### config.mk
export PLATFORM = sky130hd
export DESIGN_NAME = dual_timer_io_irq_regs
export DESIGN_NICKNAME = d
export VERILOG_FILES = /design/src/core/dual_timer_pkg.sv /design/src/core/dual_timer_io_irq_regs.sv /design/src/core/ahb_port.sv /design/src/core/pin_edge.sv
export VERILOG_INCLUDE_DIRS = /design/src /design/src/core
export SDC_FILE = /design/constraint.sdc
export NUM_CORES = 1
export LEC_CHECK = 0
export BUFFER_PORTS_ARGS = -buffer_cell sky130_fd_sc_hd__buf_2
export CAP_MARGIN = 10
export CORE_UTILIZATION = 50
export DETAILED_ROUTE_END_ITERATION = 7
export GPL_TIMING_DRIVEN = 0
export PLACE_DENSITY = 0.71
export SETUP_SLACK_MARGIN = 0.3
export SYNTH_ARGS = -nofsm -noshare
export SYNTH_HDL_FRONTEND = slang
export SYNTH_HIERARCHICAL = 1
export SYNTH_SLANG_ARGS = --single-unit
### constraint.sdc
create_clock -name hclk -period 5.9 [get_ports hclk]
set_input_delay 0.295 -clock hclk [delete_from_list [all_inputs] [get_ports hclk]]
set_output_delay 0.295 -clock hclk [all_outputs]
set_load 0.05 [all_outputs]
### src/core/dual_timer_defines.svh
`ifndef DUAL_TIMER_DEFINES_SVH
`define DUAL_TIMER_DEFINES_SVH

// ***********************************************************************
// Register offsets
// ***********************************************************************
`define OFS_COUNTER_ONE       6'h00
`define OFS_CAPTURE_RELOAD_A  6'h04
`define OFS_CAPTURE_RELOAD_B  6'h08
`define OFS_COUNTER_TWO       6'h0c
`define OFS_CLOCK_PRESCALER   6'h10
`define OFS_CLOCK_UNIT_CTRL   6'h14
`define OFS_MODE_CONTROL      6'h18
`define OFS_INTERRUPT_CONTROL 6'h1c
`define OFS_INTERRUPT_CLEAR   6'h20

// ***********************************************************************
// Field values and reset values
// ***********************************************************************
`define MODE_PWM              2'h0
`define MODE_DUAL_CAPTURE     2'h1
`define MODE_DUAL_INDEP       2'h2
`define MODE_CAPTURE_TIMER    2'h3
`define CSEL_PRESCALED        3'h1
`define CSEL_EXT_EVENT        3'h2
`define CSEL_PULSE_ACC        3'h3
`define SRC_A                 0
`define SRC_B                 1
`define SRC_C                 2
`define SRC_D                 3
`define COUNTER_PRESET        16'hffff
`define RST_PRESCALER         8'h00
`define RST_CLOCK_UNIT        6'h00
`define RST_MODE_CONTROL      9'h000
`define RST_FLAGS             4'h0
`endif

### src/core/dual_timer_pkg.sv
`default_nettype none
package dual_timer_pkg;

  // ***********************************************************************
  // Register layouts
  // ***********************************************************************
  typedef struct packed {
    logic       module_enable;
    logic       pin_a_output_level;
    logic       pin_b_function_enable;
    logic       pin_a_function_enable;
    logic       pulse_train_start;
    logic       pin_b_edge_select;
    logic       pin_a_edge_select;
    logic [1:0] mode_select;
  } mode_control_t;

  typedef struct packed {
    logic [2:0] two_select;
    logic [2:0] one_select;
  } clock_unit_t;

  // ***********************************************************************
  // Bus access and state
  // ***********************************************************************
  typedef struct packed {
    logic       valid;
    logic       write;
    logic [5:0] addr;
  } bus_access_t;

  typedef struct packed {
    logic        busy;
    logic        hreadyout;
    bus_access_t access;
  } port_state_t;

  typedef struct packed {
    logic seen;
    logic prev;
  } edge_state_t;

  typedef struct packed {
    logic [7:0]    presc_cnt;
    logic [7:0]    prescaler;
    clock_unit_t   clock_unit;
    mode_control_t mode_control;
    logic [3:0]    source_interrupt_enable;
    logic [3:0]    pending;
    logic          reload_from_b;
    logic          started_one;
    logic          started_two;
    logic          irq_a;
    logic          irq_b;
    logic          pin_a_oe_n;
    logic          hresp;
    logic [31:0]   hrdata;
  } ctl_state_t;

  typedef struct packed {
    logic [15:0] counter_one;
    logic [15:0] counter_two;
    logic [15:0] capture_reload_a;
    logic [15:0] capture_reload_b;
  } data_state_t;

endpackage
`default_nettype wire

### src/core/dual_timer_io_irq_regs.sv
// Register access over AHB-Lite is this design's own decision.
`default_nettype none
`include "dual_timer_defines.svh"
module dual_timer_io_irq_regs (
  // Clock and reset
  input  wire logic        hclk,
  input  wire logic        hresetn,
  // AHB-Lite slave
  input  wire logic        hsel,
  input  wire logic [31:0] haddr,
  input  wire logic [1:0]  htrans,
  input  wire logic        hwrite,
  input  wire logic [2:0]  hsize,
  input  wire logic [31:0] hwdata,
  input  wire logic        hready,
  output logic [31:0]      hrdata,
  output logic             hreadyout,
  output logic             hresp,
  // Timer pins
  input  wire logic        timer_pin_a_in,
  output logic             timer_pin_a_out,
  output logic             timer_pin_a_oe_n,
  input  wire logic        timer_pin_b_in,
  // System lines
  output logic             pwm_line,
  output logic             irq_a,
  output logic             irq_b
);
  import dual_timer_pkg::*;

  ctl_state_t  c_reg;
  ctl_state_t  c_next;
  data_state_t d_reg;
  data_state_t d_next;
  bus_access_t access;
  logic        edge_a;
  logic        edge_b;
  logic [1:0]  pin_level;
  logic [1:0]  pin_rising;
  logic [1:0]  pin_hit;
  logic        tick;
  logic        pin_b_is_event;
  logic        accumulate_level;
  logic        step_one;
  logic        step_two;
  logic        toggle_a;
  logic        pin_a_drives;
  logic [1:0]  mode;
  logic [3:0]  set_flags;
  logic [3:0]  clear_flags;
  logic [31:0] read_value;

  // ***********************************************************************
  // Bus port and its access strobe
  // ***********************************************************************
  ahb_port u_port (
    .hclk      (hclk),
    .hresetn   (hresetn),
    .hsel      (hsel),
    .htrans    (htrans),
    .hwrite    (hwrite),
    .haddr     (haddr),
    .hready    (hready),
    .hreadyout (hreadyout),
    .access    (access)
  );

  // ***********************************************************************
  // Pin edges, entry 0 is pin A and entry 1 is pin B
  // ***********************************************************************
  assign pin_level = {timer_pin_b_in, timer_pin_a_in};
  assign pin_rising = {c_reg.mode_control.pin_b_edge_select,
                       c_reg.mode_control.pin_a_edge_select};
  assign edge_a = pin_hit[0];
  assign edge_b = pin_hit[1];

  for (genvar g = 0; g < 2; g++) begin : g_pin
    pin_edge u_edge (
      .hclk          (hclk),
      .hresetn       (hresetn),
      .pin           (pin_level[g]),
      .rising_select (pin_rising[g]),
      .edge_seen     (pin_hit[g])
    );
  end

  // ***********************************************************************
  // Counter clock choice
  // ***********************************************************************
  function automatic logic clock_step(input logic [2:0] sel, input logic tk,
                                      input logic ev, input logic lvl,
                                      input logic ext_ok);
    logic step;
    step = 1'b0;
    case (sel)
      `CSEL_PRESCALED: step = tk;
      `CSEL_EXT_EVENT: step = ext_ok && ev;
      `CSEL_PULSE_ACC: step = ext_ok && tk && lvl;
      default:         step = 1'b0;
    endcase
    return step;
  endfunction

  // ***********************************************************************
  // Next state
  // ***********************************************************************
  always_comb begin
    c_next = c_reg;
    d_next = d_reg;
    set_flags = 4'h0;
    clear_flags = 4'h0;
    toggle_a = 1'b0;
    read_value = 32'h0000_0000;
    mode = c_reg.mode_control.mode_select;

    // ****************************************
    // Prescaler divides the system clock by value plus one
    // ****************************************
    tick = (c_reg.presc_cnt == 8'h00);
    c_next.presc_cnt = tick ? c_reg.prescaler : c_reg.presc_cnt - 8'h01;

    // ****************************************
    // Pin B as clock input
    // ****************************************
    pin_b_is_event = (mode == `MODE_DUAL_INDEP) ||
                     ((mode == `MODE_PWM) && !c_reg.mode_control.pulse_train_start);
    accumulate_level = (timer_pin_b_in == c_reg.mode_control.pin_b_edge_select);

    step_one = c_reg.mode_control.module_enable &&
               ((mode != `MODE_DUAL_CAPTURE) || c_reg.started_one) &&
               clock_step(c_reg.clock_unit.one_select, tick, edge_b,
                          accumulate_level, pin_b_is_event);
    step_two = c_reg.mode_control.module_enable &&
               ((mode != `MODE_CAPTURE_TIMER) || c_reg.started_two) &&
               clock_step(c_reg.clock_unit.two_select, tick, edge_b,
                          accumulate_level, pin_b_is_event);

    // ****************************************
    // Counter one
    // ****************************************
    if (step_one) begin
      if (d_reg.counter_one == 16'h0000) begin
        case (mode)
          `MODE_PWM: begin
            if (c_reg.reload_from_b) begin
              d_next.counter_one = d_reg.capture_reload_b;
              set_flags[`SRC_B] = 1'b1;
            end else begin
              d_next.counter_one = d_reg.capture_reload_a;
              set_flags[`SRC_A] = 1'b1;
            end
            c_next.reload_from_b = !c_reg.reload_from_b;
            toggle_a = 1'b1;
          end
          `MODE_DUAL_CAPTURE: begin
            d_next.counter_one = `COUNTER_PRESET;
            set_flags[`SRC_C] = 1'b1;
          end
          default: begin
            d_next.counter_one = d_reg.capture_reload_a;
            set_flags[`SRC_A] = 1'b1;
            toggle_a = 1'b1;
          end
        endcase
      end else begin
        d_next.counter_one = d_reg.counter_one - 16'h0001;
      end
    end

    // ****************************************
    // Counter two
    // ****************************************
    if (step_two) begin
      if (d_reg.counter_two == 16'h0000) begin
        if (mode == `MODE_DUAL_INDEP) begin
          d_next.counter_two = d_reg.capture_reload_b;
        end else begin
          d_next.counter_two = `COUNTER_PRESET;
        end
        set_flags[`SRC_D] = 1'b1;
      end else begin
        d_next.counter_two = d_reg.counter_two - 16'h0001;
      end
    end

    // ****************************************
    // Input captures
    // ****************************************
    if (mode == `MODE_DUAL_CAPTURE) begin
      if (edge_a) begin
        d_next.capture_reload_a = d_reg.counter_one;
        if (c_reg.mode_control.pin_a_function_enable) begin
          d_next.counter_one = `COUNTER_PRESET;
        end
        set_flags[`SRC_A] = 1'b1;
        c_next.started_one = 1'b1;
      end
      if (edge_b) begin
        if (c_reg.mode_control.pin_b_function_enable) begin
          d_next.capture_reload_a = d_reg.counter_one;
          d_next.counter_one = `COUNTER_PRESET;
        end else begin
          d_next.capture_reload_b = d_reg.counter_one;
        end
        set_flags[`SRC_B] = 1'b1;
        c_next.started_one = 1'b1;
      end
    end else if ((mode == `MODE_CAPTURE_TIMER) && edge_b) begin
      d_next.capture_reload_b = d_reg.counter_two;
      if (c_reg.mode_control.pin_b_function_enable) begin
        d_next.counter_two = `COUNTER_PRESET;
      end
      set_flags[`SRC_B] = 1'b1;
      c_next.started_two = 1'b1;
    end

    // ****************************************
    // Pin A toggle flips the stored level itself
    // ****************************************
    if (toggle_a && c_reg.mode_control.pin_a_function_enable) begin
      c_next.mode_control.pin_a_output_level =
        !c_reg.mode_control.pin_a_output_level;
    end

    // ****************************************
    // Register writes, same offsets in every instance
    // ****************************************
    if (access.valid && access.write) begin
      case (access.addr)
        `OFS_COUNTER_ONE: begin
          d_next.counter_one = hwdata[15:0];
        end
        `OFS_CAPTURE_RELOAD_A: begin
          if (c_reg.mode_control.module_enable) begin
            d_next.capture_reload_a = hwdata[15:0];
          end
        end
        `OFS_CAPTURE_RELOAD_B: begin
          if (c_reg.mode_control.module_enable) begin
            d_next.capture_reload_b = hwdata[15:0];
          end
        end
        `OFS_COUNTER_TWO: begin
          d_next.counter_two = hwdata[15:0];
        end
        `OFS_CLOCK_PRESCALER: begin
          c_next.prescaler = hwdata[7:0];
        end
        `OFS_CLOCK_UNIT_CTRL: begin
          c_next.clock_unit = hwdata[5:0];
        end
        `OFS_MODE_CONTROL: begin
          c_next.mode_control = hwdata[8:0];
          c_next.started_one = 1'b0;
          c_next.started_two = 1'b0;
          c_next.reload_from_b = 1'b0;
        end
        `OFS_INTERRUPT_CONTROL: begin
          c_next.source_interrupt_enable = hwdata[3:0];
        end
        `OFS_INTERRUPT_CLEAR: begin
          clear_flags = hwdata[3:0];
        end
        default: ;
      endcase
    end

    // ****************************************
    // Flags: a set in the clearing cycle wins
    // ****************************************
    c_next.pending = (c_reg.pending & ~clear_flags) | set_flags;

    // ****************************************
    // Register reads
    // ****************************************
    case (access.addr)
      `OFS_COUNTER_ONE:       read_value = {16'h0000, d_reg.counter_one};
      `OFS_CAPTURE_RELOAD_A:  read_value = {16'h0000, d_reg.capture_reload_a};
      `OFS_CAPTURE_RELOAD_B:  read_value = {16'h0000, d_reg.capture_reload_b};
      `OFS_COUNTER_TWO:       read_value = {16'h0000, d_reg.counter_two};
      `OFS_CLOCK_PRESCALER:   read_value = {24'h000000, c_reg.prescaler};
      `OFS_CLOCK_UNIT_CTRL:   read_value = {26'h0, c_reg.clock_unit};
      `OFS_MODE_CONTROL:      read_value = {23'h0, c_reg.mode_control};
      `OFS_INTERRUPT_CONTROL: read_value = {28'h0000000, c_reg.source_interrupt_enable};
      `OFS_INTERRUPT_CLEAR:   read_value = {28'h0000000, c_reg.pending};
      default:                read_value = 32'h0000_0000;
    endcase
    if (access.valid && !access.write) begin
      c_next.hrdata = read_value;
    end

    // ****************************************
    // Interrupt lines
    // ****************************************
    c_next.irq_a = |(c_next.pending[`SRC_C:`SRC_A] &
                     c_next.source_interrupt_enable[`SRC_C:`SRC_A]);
    c_next.irq_b = c_next.pending[`SRC_D] &&
                   c_next.source_interrupt_enable[`SRC_D];

    // ****************************************
    // Pin A drives only as a toggling output
    // ****************************************
    pin_a_drives = c_next.mode_control.pin_a_function_enable &&
                   (c_next.mode_control.mode_select != `MODE_DUAL_CAPTURE);
    c_next.pin_a_oe_n = !pin_a_drives;
    c_next.hresp = 1'b0;
  end

  // ***********************************************************************
  // State registers
  // ***********************************************************************
  always_ff @(posedge hclk or negedge hresetn) begin
    if (!hresetn) begin
      c_reg <= '{presc_cnt: `RST_PRESCALER, prescaler: `RST_PRESCALER,
                 clock_unit: `RST_CLOCK_UNIT, mode_control: `RST_MODE_CONTROL,
                 source_interrupt_enable: `RST_FLAGS, pending: `RST_FLAGS,
                 reload_from_b: 1'b0, started_one: 1'b0, started_two: 1'b0,
                 irq_a: 1'b0, irq_b: 1'b0, pin_a_oe_n: 1'b1, hresp: 1'b0,
                 hrdata: 32'h0000_0000};
    end else begin
      c_reg <= c_next;
    end
  end

  // ***********************************************************************
  // Counters and capture/reload values keep their contents through reset
  // ***********************************************************************
  always_ff @(posedge hclk) begin
    d_reg <= d_next;
  end

  // ***********************************************************************
  // Outputs
  // ***********************************************************************
  assign hrdata = c_reg.hrdata;
  assign hresp = c_reg.hresp;
  assign timer_pin_a_out = c_reg.mode_control.pin_a_output_level;
  assign timer_pin_a_oe_n = c_reg.pin_a_oe_n;
  assign pwm_line = c_reg.mode_control.pin_a_output_level;
  assign irq_a = c_reg.irq_a;
  assign irq_b = c_reg.irq_b;
endmodule // dual_timer_io_irq_regs
`default_nettype wire

### src/core/ahb_port.sv
`default_nettype none
module ahb_port (
  // Clock and reset
  input  wire logic                        hclk,
  input  wire logic                        hresetn,
  // AHB-Lite address phase
  input  wire logic                        hsel,
  input  wire logic [1:0]                  htrans,
  input  wire logic                        hwrite,
  input  wire logic [31:0]                 haddr,
  input  wire logic                        hready,
  // Answer and access strobe
  output logic                             hreadyout,
  output dual_timer_pkg::bus_access_t      access
);
  import dual_timer_pkg::*;

  port_state_t s_reg;
  port_state_t s_next;

  // ***********************************************************************
  // One wait state per transfer
  // ***********************************************************************
  always_comb begin
    s_next = s_reg;
    s_next.access.valid = 1'b0;
    if (s_reg.busy) begin
      s_next.busy = 1'b0;
      s_next.hreadyout = 1'b1;
    end else if (hsel && htrans[1] && hready) begin
      s_next.busy = 1'b1;
      s_next.hreadyout = 1'b0;
      s_next.access.valid = 1'b1;
      s_next.access.write = hwrite;
      s_next.access.addr = haddr[5:0];
    end
  end

  always_ff @(posedge hclk or negedge hresetn) begin
    if (!hresetn) begin
      s_reg <= '{busy: 1'b0, hreadyout: 1'b1, access: '0};
    end else begin
      s_reg <= s_next;
    end
  end

  assign hreadyout = s_reg.hreadyout;
  assign access = s_reg.access;
endmodule // ahb_port
`default_nettype wire

### src/core/pin_edge.sv
`default_nettype none
module pin_edge (
  // Clock and reset
  input  wire logic hclk,
  input  wire logic hresetn,
  // Pin and edge choice
  input  wire logic pin,
  input  wire logic rising_select,
  // Valid transition
  output logic      edge_seen
);
  import dual_timer_pkg::*;

  edge_state_t s_reg;
  edge_state_t s_next;

  // ***********************************************************************
  // Edge sense, first sample after reset only primes
  // ***********************************************************************
  always_comb begin
    s_next.seen = 1'b1;
    s_next.prev = pin;
  end

  always_ff @(posedge hclk or negedge hresetn) begin
    if (!hresetn) begin
      s_reg <= '0;
    end else begin
      s_reg <= s_next;
    end
  end

  assign edge_seen = s_reg.seen && (s_reg.prev != pin) && (pin == rising_select);
endmodule // pin_edge
`default_nettype wire

==> flow_metrics.env, run 1 <==
export IMPL_status="finished, final reports clean"
export IMPL_hp_class="primary input to flip-flop"
export IMPL_rows=46
export IMPL_cp_cell_sequence="inv_1 -> ha_1 -> nor3b_1 -> nand3_1 -> a31oi_1 -> and2_1 -> clkbuf_1 -> buf_2 -> nand2_1 -> o221ai_1"
export IMPL_antenna_found_initial=0
export IMPL_slew_headroom_pct=13.6
export IMPL_synth_seq_cells=138
export IMPL_nets=1117
export IMPL_cp_start_kind="flip-flop"
export IMPL_ioPinCount=115
export IMPL_ant_nets=0
export IMPL_cp_max_fo=10
export IMPL_dpl_hpwl_mm=20.1
export IMPL_hp_start="timer_pin_a_in"
export IMPL_worstSetupPathType="flip-flop to flip-flop"
export IMPL_cts_made_buffers=17
export IMPL_yosys_area_top_type="dfrtp_1"
export IMPL_worst_r2r_cell_count=10
export IMPL_firstDrtPassIters=6
export IMPL_syn_area_um2=8170
export IMPL_fill_cells=1491
export IMPL_postSynthCellCount=952
export IMPL_switchingPower_uw=1000
export IMPL_clock_latency_ns=0.44
export IMPL_drc_errors=0
export IMPL_area_delta_synth_final_pct=14.9
export IMPL_cts_root_buf="clkbuf_16"
export IMPL_fin_worst_skew_ns=0.00866
export IMPL_finalCriticalPeriod_ns=3.15
export IMPL_async_reset_ff_share_pct=53.6
export IMPL_via_per_inst=6.27
export IMPL_die_w_um=130
export IMPL_grt_max_degree=74
export IMPL_holdPathStages=1
export IMPL_rsz0062_at_grt="no"
export IMPL_clk_path_buf_depth=2
export IMPL_syn_area_per_cell_um2=8.58
export IMPL_die_area_um2=16800
export IMPL_cts_resized=0
export IMPL_p_leak_uw=0.00384
export IMPL_ys_flop_type="dfrtp_1"
export IMPL_yosys_top_cells_area="dfrtp_1, dfxtp_1, mux2_2, o21ai_0, nand2_1"
export IMPL_synth_warning_count=6
export IMPL_drive_gt1_share_pct=18.5
export IMPL_end_kind="flip-flop"
export IMPL_cp_arrival_ns=3.48
export IMPL_cts_tree="built"
export IMPL_p_per_area_nw_per_um2=317
export IMPL_avgRoutedWirePerCell_um=21.8
export IMPL_largest_reg_flops=64
export IMPL_grt_pass1_wl_mm=41.5
export IMPL_period_share_pct=53.3
export IMPL_synth_seq_area_share_pct=38.4
export IMPL_critPathTopFamily="simple AND/OR/NAND/NOR gates"
export IMPL_clkPwrFrac_pct=38.0
export IMPL_slew_viol_final=0
export IMPL_start_util_pct=51.2
export IMPL_core_area_um2=15900
export IMPL_final_area_um2=9390
export IMPL_reg2reg_slack_ns=2.75
export IMPL_clock_sinks=138
export IMPL_gp_congestion=0.989
export IMPL_critPathBufInv=3
export IMPL_synth_top_area_share_pct=22.1
export IMPL_num_vias=7931
export IMPL_grt_pass1_vias=7016
export IMPL_clk_pin_slew_ns=0.07
export IMPL_p_sw_share_pct=33.6
export IMPL_tightest_slew_ns=1.28
export IMPL_ys_types=80
export IMPL_cp_required_ns=6.23
export IMPL_htreeDepth=4
export IMPL_ir_drop_v=0.000213
export IMPL_p_int_uw=1970
export IMPL_place_area_um2=8760
export IMPL_io_buffer_count=47
export IMPL_critPathMaxStageDelay_ns=0.48
export IMPL_fmax_ghz=0.318
export IMPL_p_comb_share_pct=20.6
export IMPL_cap_violations=0
export IMPL_hold_end="g_pin[0].u_edge/s_reg[0]"
export IMPL_slowest_stage="nor3b_1"
export IMPL_n_antenna_cell=0
export IMPL_synth_edf_count=0
export IMPL_r2r_start="c_reg[70]"
export IMPL_finalHoldViolCount=0
export IMPL_wirelength_mm=27.5
export IMPL_setup_violations=0
export IMPL_p_seq_share_pct=41.4
export IMPL_grt_use_total_pct=33.3
export IMPL_die_h_um=130
export IMPL_drtIter0Drc=1015
export IMPL_grt_ovfl_total=0
export IMPL_fin_setup_tns_ns=0
export IMPL_r2r_end="irq_a"
[power groups by stage]
stage               registers (uW)  logic [uW]  clock network, uW
finish                        1230         611               1130
global route                  1240         662               1180
CTS                           1220         600               1130
detailed placement            1240         595                  0
global placement              1240         583                  0
floorplan                     1190         443                  0
[through the flow]
stage               power (uW)  setup WS, ns  utilization (%)  std cells  hold WS, ns
floorplan                 1630          3.56                -        968    -0.000591
global placement          1820          2.94             54.8       1231        0.444
detailed placement        1830          2.90             55.0       1232        0.264
CTS                       2950          2.85             58.9       1265      0.00610
global route              3080          2.62             58.9       1265      0.00565
finish                    2970          2.75             58.9       1265      0.00360
[synth_stat cells (5+ instances only)]
cell type	count
dfxtp_1	64
o32ai_1	9
mux2i_1	28
inv_1	14
a21o_1	7
or3_1	7
a32oi_1	5
buf_2	14
o311ai_0	6
a31oi_1	21
clkbuf_1	59
o22ai_1	42
a221oi_1	11
ha_1	5
nor3_1	21
nor2_1	75
o31ai_1	5
o21ai_0	91
or4_1	5
nor4_1	9
a22o_1	11
and2_1	6
nand2_1	100
xor2_1	5
nand4_1	6
dfrtp_1	72
xnor2_1	5
mux2_2	42
nand3_1	10
a22oi_1	8
buf_4	35
o21a_1	5
a222oi_1	6
nand2b_1	9
a21oi_1	49
[timing repair]
item / 4_1_cts / 5_1_grt
buffers inserted: 0 / 0
hold endpoints to repair: 73 / 0
hold buffers: 1 / 0
setup endpoints to repair: 0 / 0
[cell usage in the layout (no fill, tap or decap), types with 17 or more instances in the layout]
cell type / Yosys / layout
a21oi_1: 49 / 49
a31oi_1: 21 / 21
buf_2: 14 / 60
buf_4: 35 / 36
clkbuf_1: 59 / 59
clkbuf_16: 0 / 17
conb_1: 3 / 19
dfrtp_1: 72 / 72
dfxtp_1: 64 / 64
mux2_2: 42 / 42
mux2i_1: 28 / 28
nand2_1: 100 / 100
nor2_1: 75 / 75
nor3_1: 21 / 21
o21ai_0: 91 / 91
o22ai_1: 42 / 42
[per-layer routing]
layer  GRT usage [%]  share of wire [%]
met5               0                  0
met4            10.9                2.3
met3            6.68                 10
met2            49.5                 44
met1            48.0                 43
[worst max-delay path by stage]
stage                         start   endpoint  slack, ns  depth (start not counted)
after detailed placement  c_reg[70]      irq_a       2.90                         10
after floorplan           d_reg[32]  d_reg[42]       3.56                         10
after global placement    c_reg[70]      irq_a       2.94                         10
after CTS                 c_reg[70]      irq_a       2.85                         10
after global routing      c_reg[70]      irq_a       2.62                         10
final                     c_reg[70]      irq_a       2.75                         10
[area by class of cell]
class | instances | area [um2] | area share [%]
Clock buffer | 17 | 425 | 4.53
Multi-Input combinational cell | 702 | 4440 | 47.3
Buffer | 113 | 596 | 6.35
Tap cell | 216 | 270 | 2.88
Clock inverter | 15 | 188 | 2.00
Inverter | 15 | 56.3 | 0.600
Timing Repair Buffer | 49 | 275 | 2.93
Sequential cell | 138 | 3140 | 33.4
[kinds of logic (layout without fill, tap and decap cells)]
| kind of cell | count (synthesis) | in the layout | share of synthesized area (%) |
|---|---|---|---|
| adder cells (fa/ha/maj) | 5 | 5 | 0.766 |
| XOR/XNOR | 10 | 10 | 1.07 |
| buffers and inverters | 128 | 209 | 7.98 |
| multiplexers | 70 | 70 | 9.22 |
| AO/OA/AOI/OAI | 317 | 317 | 25.3 |
| flip-flops | 138 | 138 | 38.4 |
| AND/OR/NAND/NOR | 281 | 281 | 17.1 |
| other | 3 | 19 | 0.138 |
No activity file was read; power rests on OpenSTA's default activity.
==> run 2: changes to the inputs <==
clock period = 3 ns   (was 5.9 ns; I/O delays follow)
==> run 2 against run 1 <==
  * The flow now finishes with violations (negative hold slack)
  * Setup slack got worse by 2.4 ns
  * Count of clock-buffer cells in the layout did not move
  * Core utilization rose by 1.7 points
  * Critical path depth fell by 2
  * Largest power group unchanged
  * Sequential power rose by 98%
  * Hold slack got worse by 0.0055 ns
  * Sequential share of layout area fell by 0.92 points
  * Global-route usage rose by 0.22 points
  * Sequential cell count did not move
  * Power rose by 99%
==> flow_metrics.env, run 2 (synthesis results as in run 1) <==
export IMPL_antenna_found_initial=0
export IMPL_holdWs_ns=-0.00192
export IMPL_clock_latency_ns=0.44
export IMPL_mostFrequentLayoutCell="nand2_1"
export IMPL_worstSetupPathType="flip-flop to flip-flop"
export IMPL_start_util_pct=51.2
export IMPL_via_per_inst=6.36
export IMPL_setup_ws_ns=0.362
export IMPL_hp_class="primary input to flip-flop"
export IMPL_die_w_um=130
export IMPL_grt_ovfl_total=0
export IMPL_drtIter0Drc=1084
export IMPL_cts_tree="built"
export IMPL_slowest_stage="or3_1"
export IMPL_cts_root_buf="clkbuf_16"
export IMPL_ioPinCount=115
export IMPL_reg2reg_slack_ns=0.36
export IMPL_gp_congestion=0.989
export IMPL_htreeDepth=4
export IMPL_stdcell_count=1278
export IMPL_wirelength_mm=27.9
export IMPL_setup_violations=0
export IMPL_rsz0062_at_grt="yes"
export IMPL_cp_cell_sequence="buf_2 -> or4_1 -> clkbuf_1 -> or3_1 -> clkbuf_2 -> clkbuf_2 -> nor2_1 -> o22ai_1"
export IMPL_period_share_pct=87.9
export IMPL_p_per_area_nw_per_um2=613
export IMPL_status="complete, but fails checks"
export IMPL_clk_pin_slew_ns=0.06
export IMPL_num_vias=8127
export IMPL_fill_cells=1459
export IMPL_io_buffer_count=47
export IMPL_cap_violations=0
export IMPL_die_h_um=130
export IMPL_rows=46
export IMPL_cp_max_fo=10
export IMPL_slew_viol_final=0
export IMPL_finalCriticalPeriod_ns=2.64
export IMPL_tightest_slew_ns=0.952
export IMPL_cp_arrival_ns=2.96
export IMPL_final_cell_mix="nand2_1, o21ai_0, nor2_1"
export IMPL_grt_pass1_vias=7090
export IMPL_fmax_ghz=0.379
export IMPL_violations="negative hold slack"
export IMPL_cp_required_ns=3.32
export IMPL_drc_errors=0
export IMPL_nets=1130
export IMPL_die_area_um2=16800
export IMPL_place_area_um2=8760
export IMPL_dp_slack_ns=-0.000256
export IMPL_dpl_hpwl_mm=20.1
export IMPL_n_antenna_cell=0
export IMPL_cp_start_kind="flip-flop"
export IMPL_clk_path_buf_depth=2
export IMPL_cp_common_cell="clkbuf_2"
export IMPL_largest_reg_flops=64
export IMPL_end_kind="flip-flop"
export IMPL_grt_max_degree=74
export IMPL_grt_pass1_wl_mm=41.8
export IMPL_slew_headroom_pct=36.0
export IMPL_ir_drop_v=0.000428
export IMPL_final_area_um2=9650
export IMPL_p_leak_uw=0.00395
export IMPL_dp_cells=1232
export IMPL_ant_nets=0
export IMPL_avgRoutedWirePerCell_um=21.8
export IMPL_core_area_um2=15900
export IMPL_cts_made_buffers=17
export IMPL_fin_worst_skew_ns=0.00947
export IMPL_finalHoldViolCount=2
export IMPL_grt_use_total_pct=33.5
export IMPL_clock_sinks=138
export IMPL_critPathMaxStageDelay_ns=0.51
export IMPL_firstDrtPassIters=6
export IMPL_area_delta_synth_final_pct=18.2
export IMPL_drive_gt1_share_pct=21.6
run 2: cell types whose count changed in the layout (fill, tap and decap cells not counted), moves of 3 or more:
cell           change
nor4_1             -3
dlygate4sd3_1      +9
buf_4              +6
clkbuf_1          -14
clkbuf_2          +14
run 2: report_power, final:
part / leakage [uW] / internal, uW / switching, uW
Sequential: 0.00149 / 2100 / 346
Combinational: 0.00216 / 489 / 759
Clock: 0.000297 / 1320 / 899
run 2: path summary, 6_finish.rpt:
path	cells after the start	startpoint	to
setup / recovery	8	u_port/access[5]	d_reg[37]
hold / removal	3	hwdata[10]	d_reg[26]
setup reg to reg	8	u_port/access[5]	d_reg[37]
hold reg to reg	1	hrdata[3]	hrdata[3]
max in group asynchronous	3	hresetn	timer_pin_a_oe_n
min in group asynchronous	2	hresetn	u_port/hreadyout
run 2: per-layer routing:
metal,wire [um],global-route usage (%),up-vias
met5,0,0,-
met4,693,10.9,0
met3,3010,6.56,64
met2,12300,50.1,527
met1,11900,48.2,3849
li1,-,-,3687
run 2: layout make-up:
cell class                      instances  area (um2)  share of cell area (%)
Multi-Input combinational cell        702        4560                    47.3
Sequential cell                       138        3140                    32.5
Buffer                                113         618                    6.40
Clock buffer                           17         425                    4.41
Timing Repair Buffer                   62         395                    4.10
Tap cell                              216         270                    2.80
Clock inverter                         15         188                    1.94
Inverter                               15        56.3                   0.583
run 2: repair_timing:
item,4_1_cts,5_1_grt
setup buffers,0,4
pin swaps,0,4
hold buffers,10,0
hold endpoints to repair,82,0
endpoints found under the setup margin,60,74
resized for setup,14,36
run 2: through the flow:
stage                     utilization (%)  hold slack (ns)  total power, uW  setup TNS (ns)
final                                60.5         -0.00192             5910               0
after global routing                 60.5           0.0182             6140               0
after CTS                            59.7          0.00419             5830               0
after detailed placement             55.0            0.119             3610       -0.000256
after global placement               54.8            0.299             3580               0
after floorplan                         -           -0.146             3200               0
run 2: worst max-delay path, delay by kind of cell, from the launching register on:
family / cells / cell delay [ns]
simple gates: 3 / 1.05
compound gates: 1 / 0.09
buf+inv: 4 / 0.99
flops: 1 / 0.38
==> run 3: changes to the inputs <==
ABC_AREA = 1   (was not set)
PLACE_DENSITY = 0.7   (was 0.71)
==> run 3 against run 2 <==
  * The flow now finishes without violations
  * First-iteration DRC count grew 7.7%
  * Clock power barely moved
  * Hold slack improved by 0.020 ns
  * Highest routed layer unchanged
==> flow_metrics.env, run 3 <==
export IMPL_status="finished, final reports clean"
export IMPL_setup_violations=0
export IMPL_wl_met3_mm=3.19
export IMPL_finalHoldViolCount=0
export IMPL_r2r_start="u_port/access[7]"
export IMPL_cp_arrival_ns=2.74
export IMPL_htreeDepth=4
export IMPL_clock_latency_ns=0.44
export IMPL_routed_top_layer="met4"
export IMPL_cp_common_cell="nand2_1"
export IMPL_fin_setup_tns_ns=0
export IMPL_via_per_inst=5.52
export IMPL_cap_violations=0
export IMPL_post_route_util_pct=59.7
export IMPL_rsz0062_at_grt="no"
export IMPL_holdPathStages=3
export IMPL_ant_nets=0
export IMPL_synth_seq_area_share_pct=35.0
export IMPL_gp_congestion=0.981
export IMPL_yosys_area_top_type="dfrtp_1"
export IMPL_syn_area_per_cell_um2=6.63
export IMPL_critPathTopFamily="buffers and inverters"
export IMPL_synth_top_area_share_pct=20.1
export IMPL_grt_max_degree=46
export IMPL_end_kind="flip-flop"
export IMPL_critPathBufInv=4
export IMPL_wl_met2_mm=12.7
export IMPL_synth_seq_cells=138
export IMPL_cts_root_buf="clkbuf_16"
export IMPL_cts_made_buffers=17
export IMPL_clk_pin_slew_ns=0.06
export IMPL_dpl_hpwl_mm=22.6
export IMPL_worst_r2r_cell_count=7
export IMPL_hp_start="hwdata[14]"
export IMPL_num_vias=9364
export IMPL_syn_area_um2=8970
export IMPL_n_antenna_cell=0
export IMPL_ys_flop_type="dfrtp_1"
export IMPL_synth_top_cells_by_count="nand2_1, inv_1, nor2_1, nand3_1, o21ai_0"
export IMPL_tightest_slew_ns=0.943
export IMPL_hold_end="d_reg[46]"
export IMPL_slowest_stage="nor2_1"
export IMPL_cp_max_fo=10
export IMPL_firstDrtPassIters=6
export IMPL_drc_errors=0
export IMPL_mostFrequentLayoutCell="nand2_1"
export IMPL_core_area_um2=17400
export IMPL_die_h_um=136
export IMPL_worstSetupPathType="flip-flop to flip-flop"
export IMPL_period_share_pct=80.7
export IMPL_fin_worst_skew_ns=0.00641
export IMPL_reg2reg_slack_ns=0.58
export IMPL_start_util_pct=51.5
export IMPL_yosysMostFrequentCell="nand2_1"
export IMPL_wirelength_mm=29.9
export IMPL_yosys_top_cells_area="dfrtp_1, nand2_1, dfxtp_1, nand3_1, inv_1"
export IMPL_r2r_end="hrdata[11]"
export IMPL_fmax_ghz=0.413
export IMPL_synth_edf_count=0
export IMPL_drive_gt1_share_pct=16.3
export IMPL_synth_warning_count=6
export IMPL_drtIter0Drc=1167
export IMPL_wl_met1_mm=13.0
export IMPL_p_leak_uw=0.00540
export IMPL_grt_pass1_wl_mm=46.5
export IMPL_io_buffer_count=51
export IMPL_avgRoutedWirePerCell_um=17.6
export IMPL_clk_path_buf_depth=2
export IMPL_grt_use_total_pct=33.8
export IMPL_grt_ovfl_total=0
export IMPL_holdWs_ns=0.0178
export IMPL_area_delta_synth_final_pct=15.9
export IMPL_nets=1539
export IMPL_cts_tree="built"
export IMPL_cp_required_ns=3.31
export IMPL_p_per_area_nw_per_um2=720
export IMPL_rows=48
export IMPL_critPathMaxStageDelay_ns=0.70
export IMPL_hp_class="primary input to flip-flop"
export IMPL_die_w_um=136
export IMPL_cp_cell_sequence="buf_4 -> inv_1 -> nor2_1 -> clkinv_1 -> clkbuf_1 -> nand2_1 -> nand2_1"
export IMPL_postSynthCellCount=1353
export IMPL_ir_drop_v=0.000469
export IMPL_grt_pass1_vias=8406
export IMPL_finalCriticalPeriod_ns=2.42
export IMPL_final_cell_mix="nand2_1, inv_1, nor2_1"
export IMPL_die_area_um2=18500
export IMPL_async_reset_ff_share_pct=53.6
export IMPL_largest_reg_flops=64
export IMPL_slew_headroom_pct=36.9
export IMPL_ys_types=51
export IMPL_clock_sinks=138
export IMPL_antenna_found_initial=0
export IMPL_ioPinCount=115
export IMPL_cp_start_kind="flip-flop"
export IMPL_slew_viol_final=0
run 3: cell types whose count changed in the layout (fill, tap and decap cells not counted), moves of 26 or more:
cell and change:
nand2_1 +293, inv_1 +123, nand3_1 +96, nor2_1 +63, mux2_2 -42, clkbuf_1 -36
mux2i_1 -28, o21ai_1 +26
run 3: area by class of cell:
type	count	area, um2
inverter	155	584
tap	225	282
clock buffer	20	457
multi-input combinational	999	4780
fill	1693	7020
timing repair buffer	70	465
clock inverter	12	163
sequential	138	3140
buffer	77	531
run 3: how the worst max path moves through the flow:
stage	startpoint	endpoint	slack, ns	cells after the start
6_report	u_port/access[7]	hrdata[11]	0.58	7
4_1_cts	c_reg[50]	d_reg[12]	0.45	12
3_3_place_gp	c_reg[50]	d_reg[2]	0.47	10
3_5_place_dp	c_reg[50]	d_reg[12]	0.46	12
2_1_floorplan	c_reg[50]	d_reg[12]	1.18	11
5_1_grt	u_port/access[7]	hrdata[15]	0.41	7
run 3: worst reg2reg max path, cell delays in order, from the launching register on:
cell      delay, ns
dfrtp_1        0.40
buf_4          0.13
inv_1          0.03
nor2_1         0.70
clkinv_1       0.49
clkbuf_1       0.36
nand2_1        0.13
nand2_1        0.06
run 3: repair_timing:
item,4_1_cts,5_1_grt
endpoints found under the hold margin,46,0
setup buffers,0,0
hold buffers,18,0
endpoints found under the setup margin,0,11
gates resized for setup,0,1
run 3: cell families after synthesis:
| kind of cell | after synthesis | synth area share, % |
|---|---|---|
| AO/OA/AOI/OAI | 252 | 15.8 |
| XOR/XNOR | 10 | 0.977 |
| adder cells (fa/ha/maj) | 5 | 0.698 |
| buffers and inverters | 232 | 12.4 |
| flip-flops | 138 | 35.0 |
| other | 3 | 0.126 |
| AND/OR/NAND/NOR | 713 | 35.0 |
run 3: metal layers:
| layer | up-vias | track usage (%) |
|---|---|---|
| met5 | - | 0 |
| met1 | 4248 | 47.4 |
| met4 | 0 | 13.6 |
| met3 | 73 | 7.31 |
| li1 | 4522 | - |
| met2 | 521 | 50.1 |
run 3: power breakdown:
group	switching [uW]	total, uW	internal, uW	leakage, uW
combinational	1720	2570	844	0.00375
sequential	438	2690	2250	0.00135
clock	873	2230	1360	0.000298
run 3: stage by stage:
stage                     setup slack (ns)  cell area [um2]  cells  total power, uW
final                                0.578            10400   1696             7490
after CTS                            0.446            10400   1696             7410
after floorplan                       1.18             9030   1369             4450
after global routing                 0.409            10400   1696             7880
after global placement               0.473             9560   1645             5110
after detailed placement             0.463             9590   1646             5160
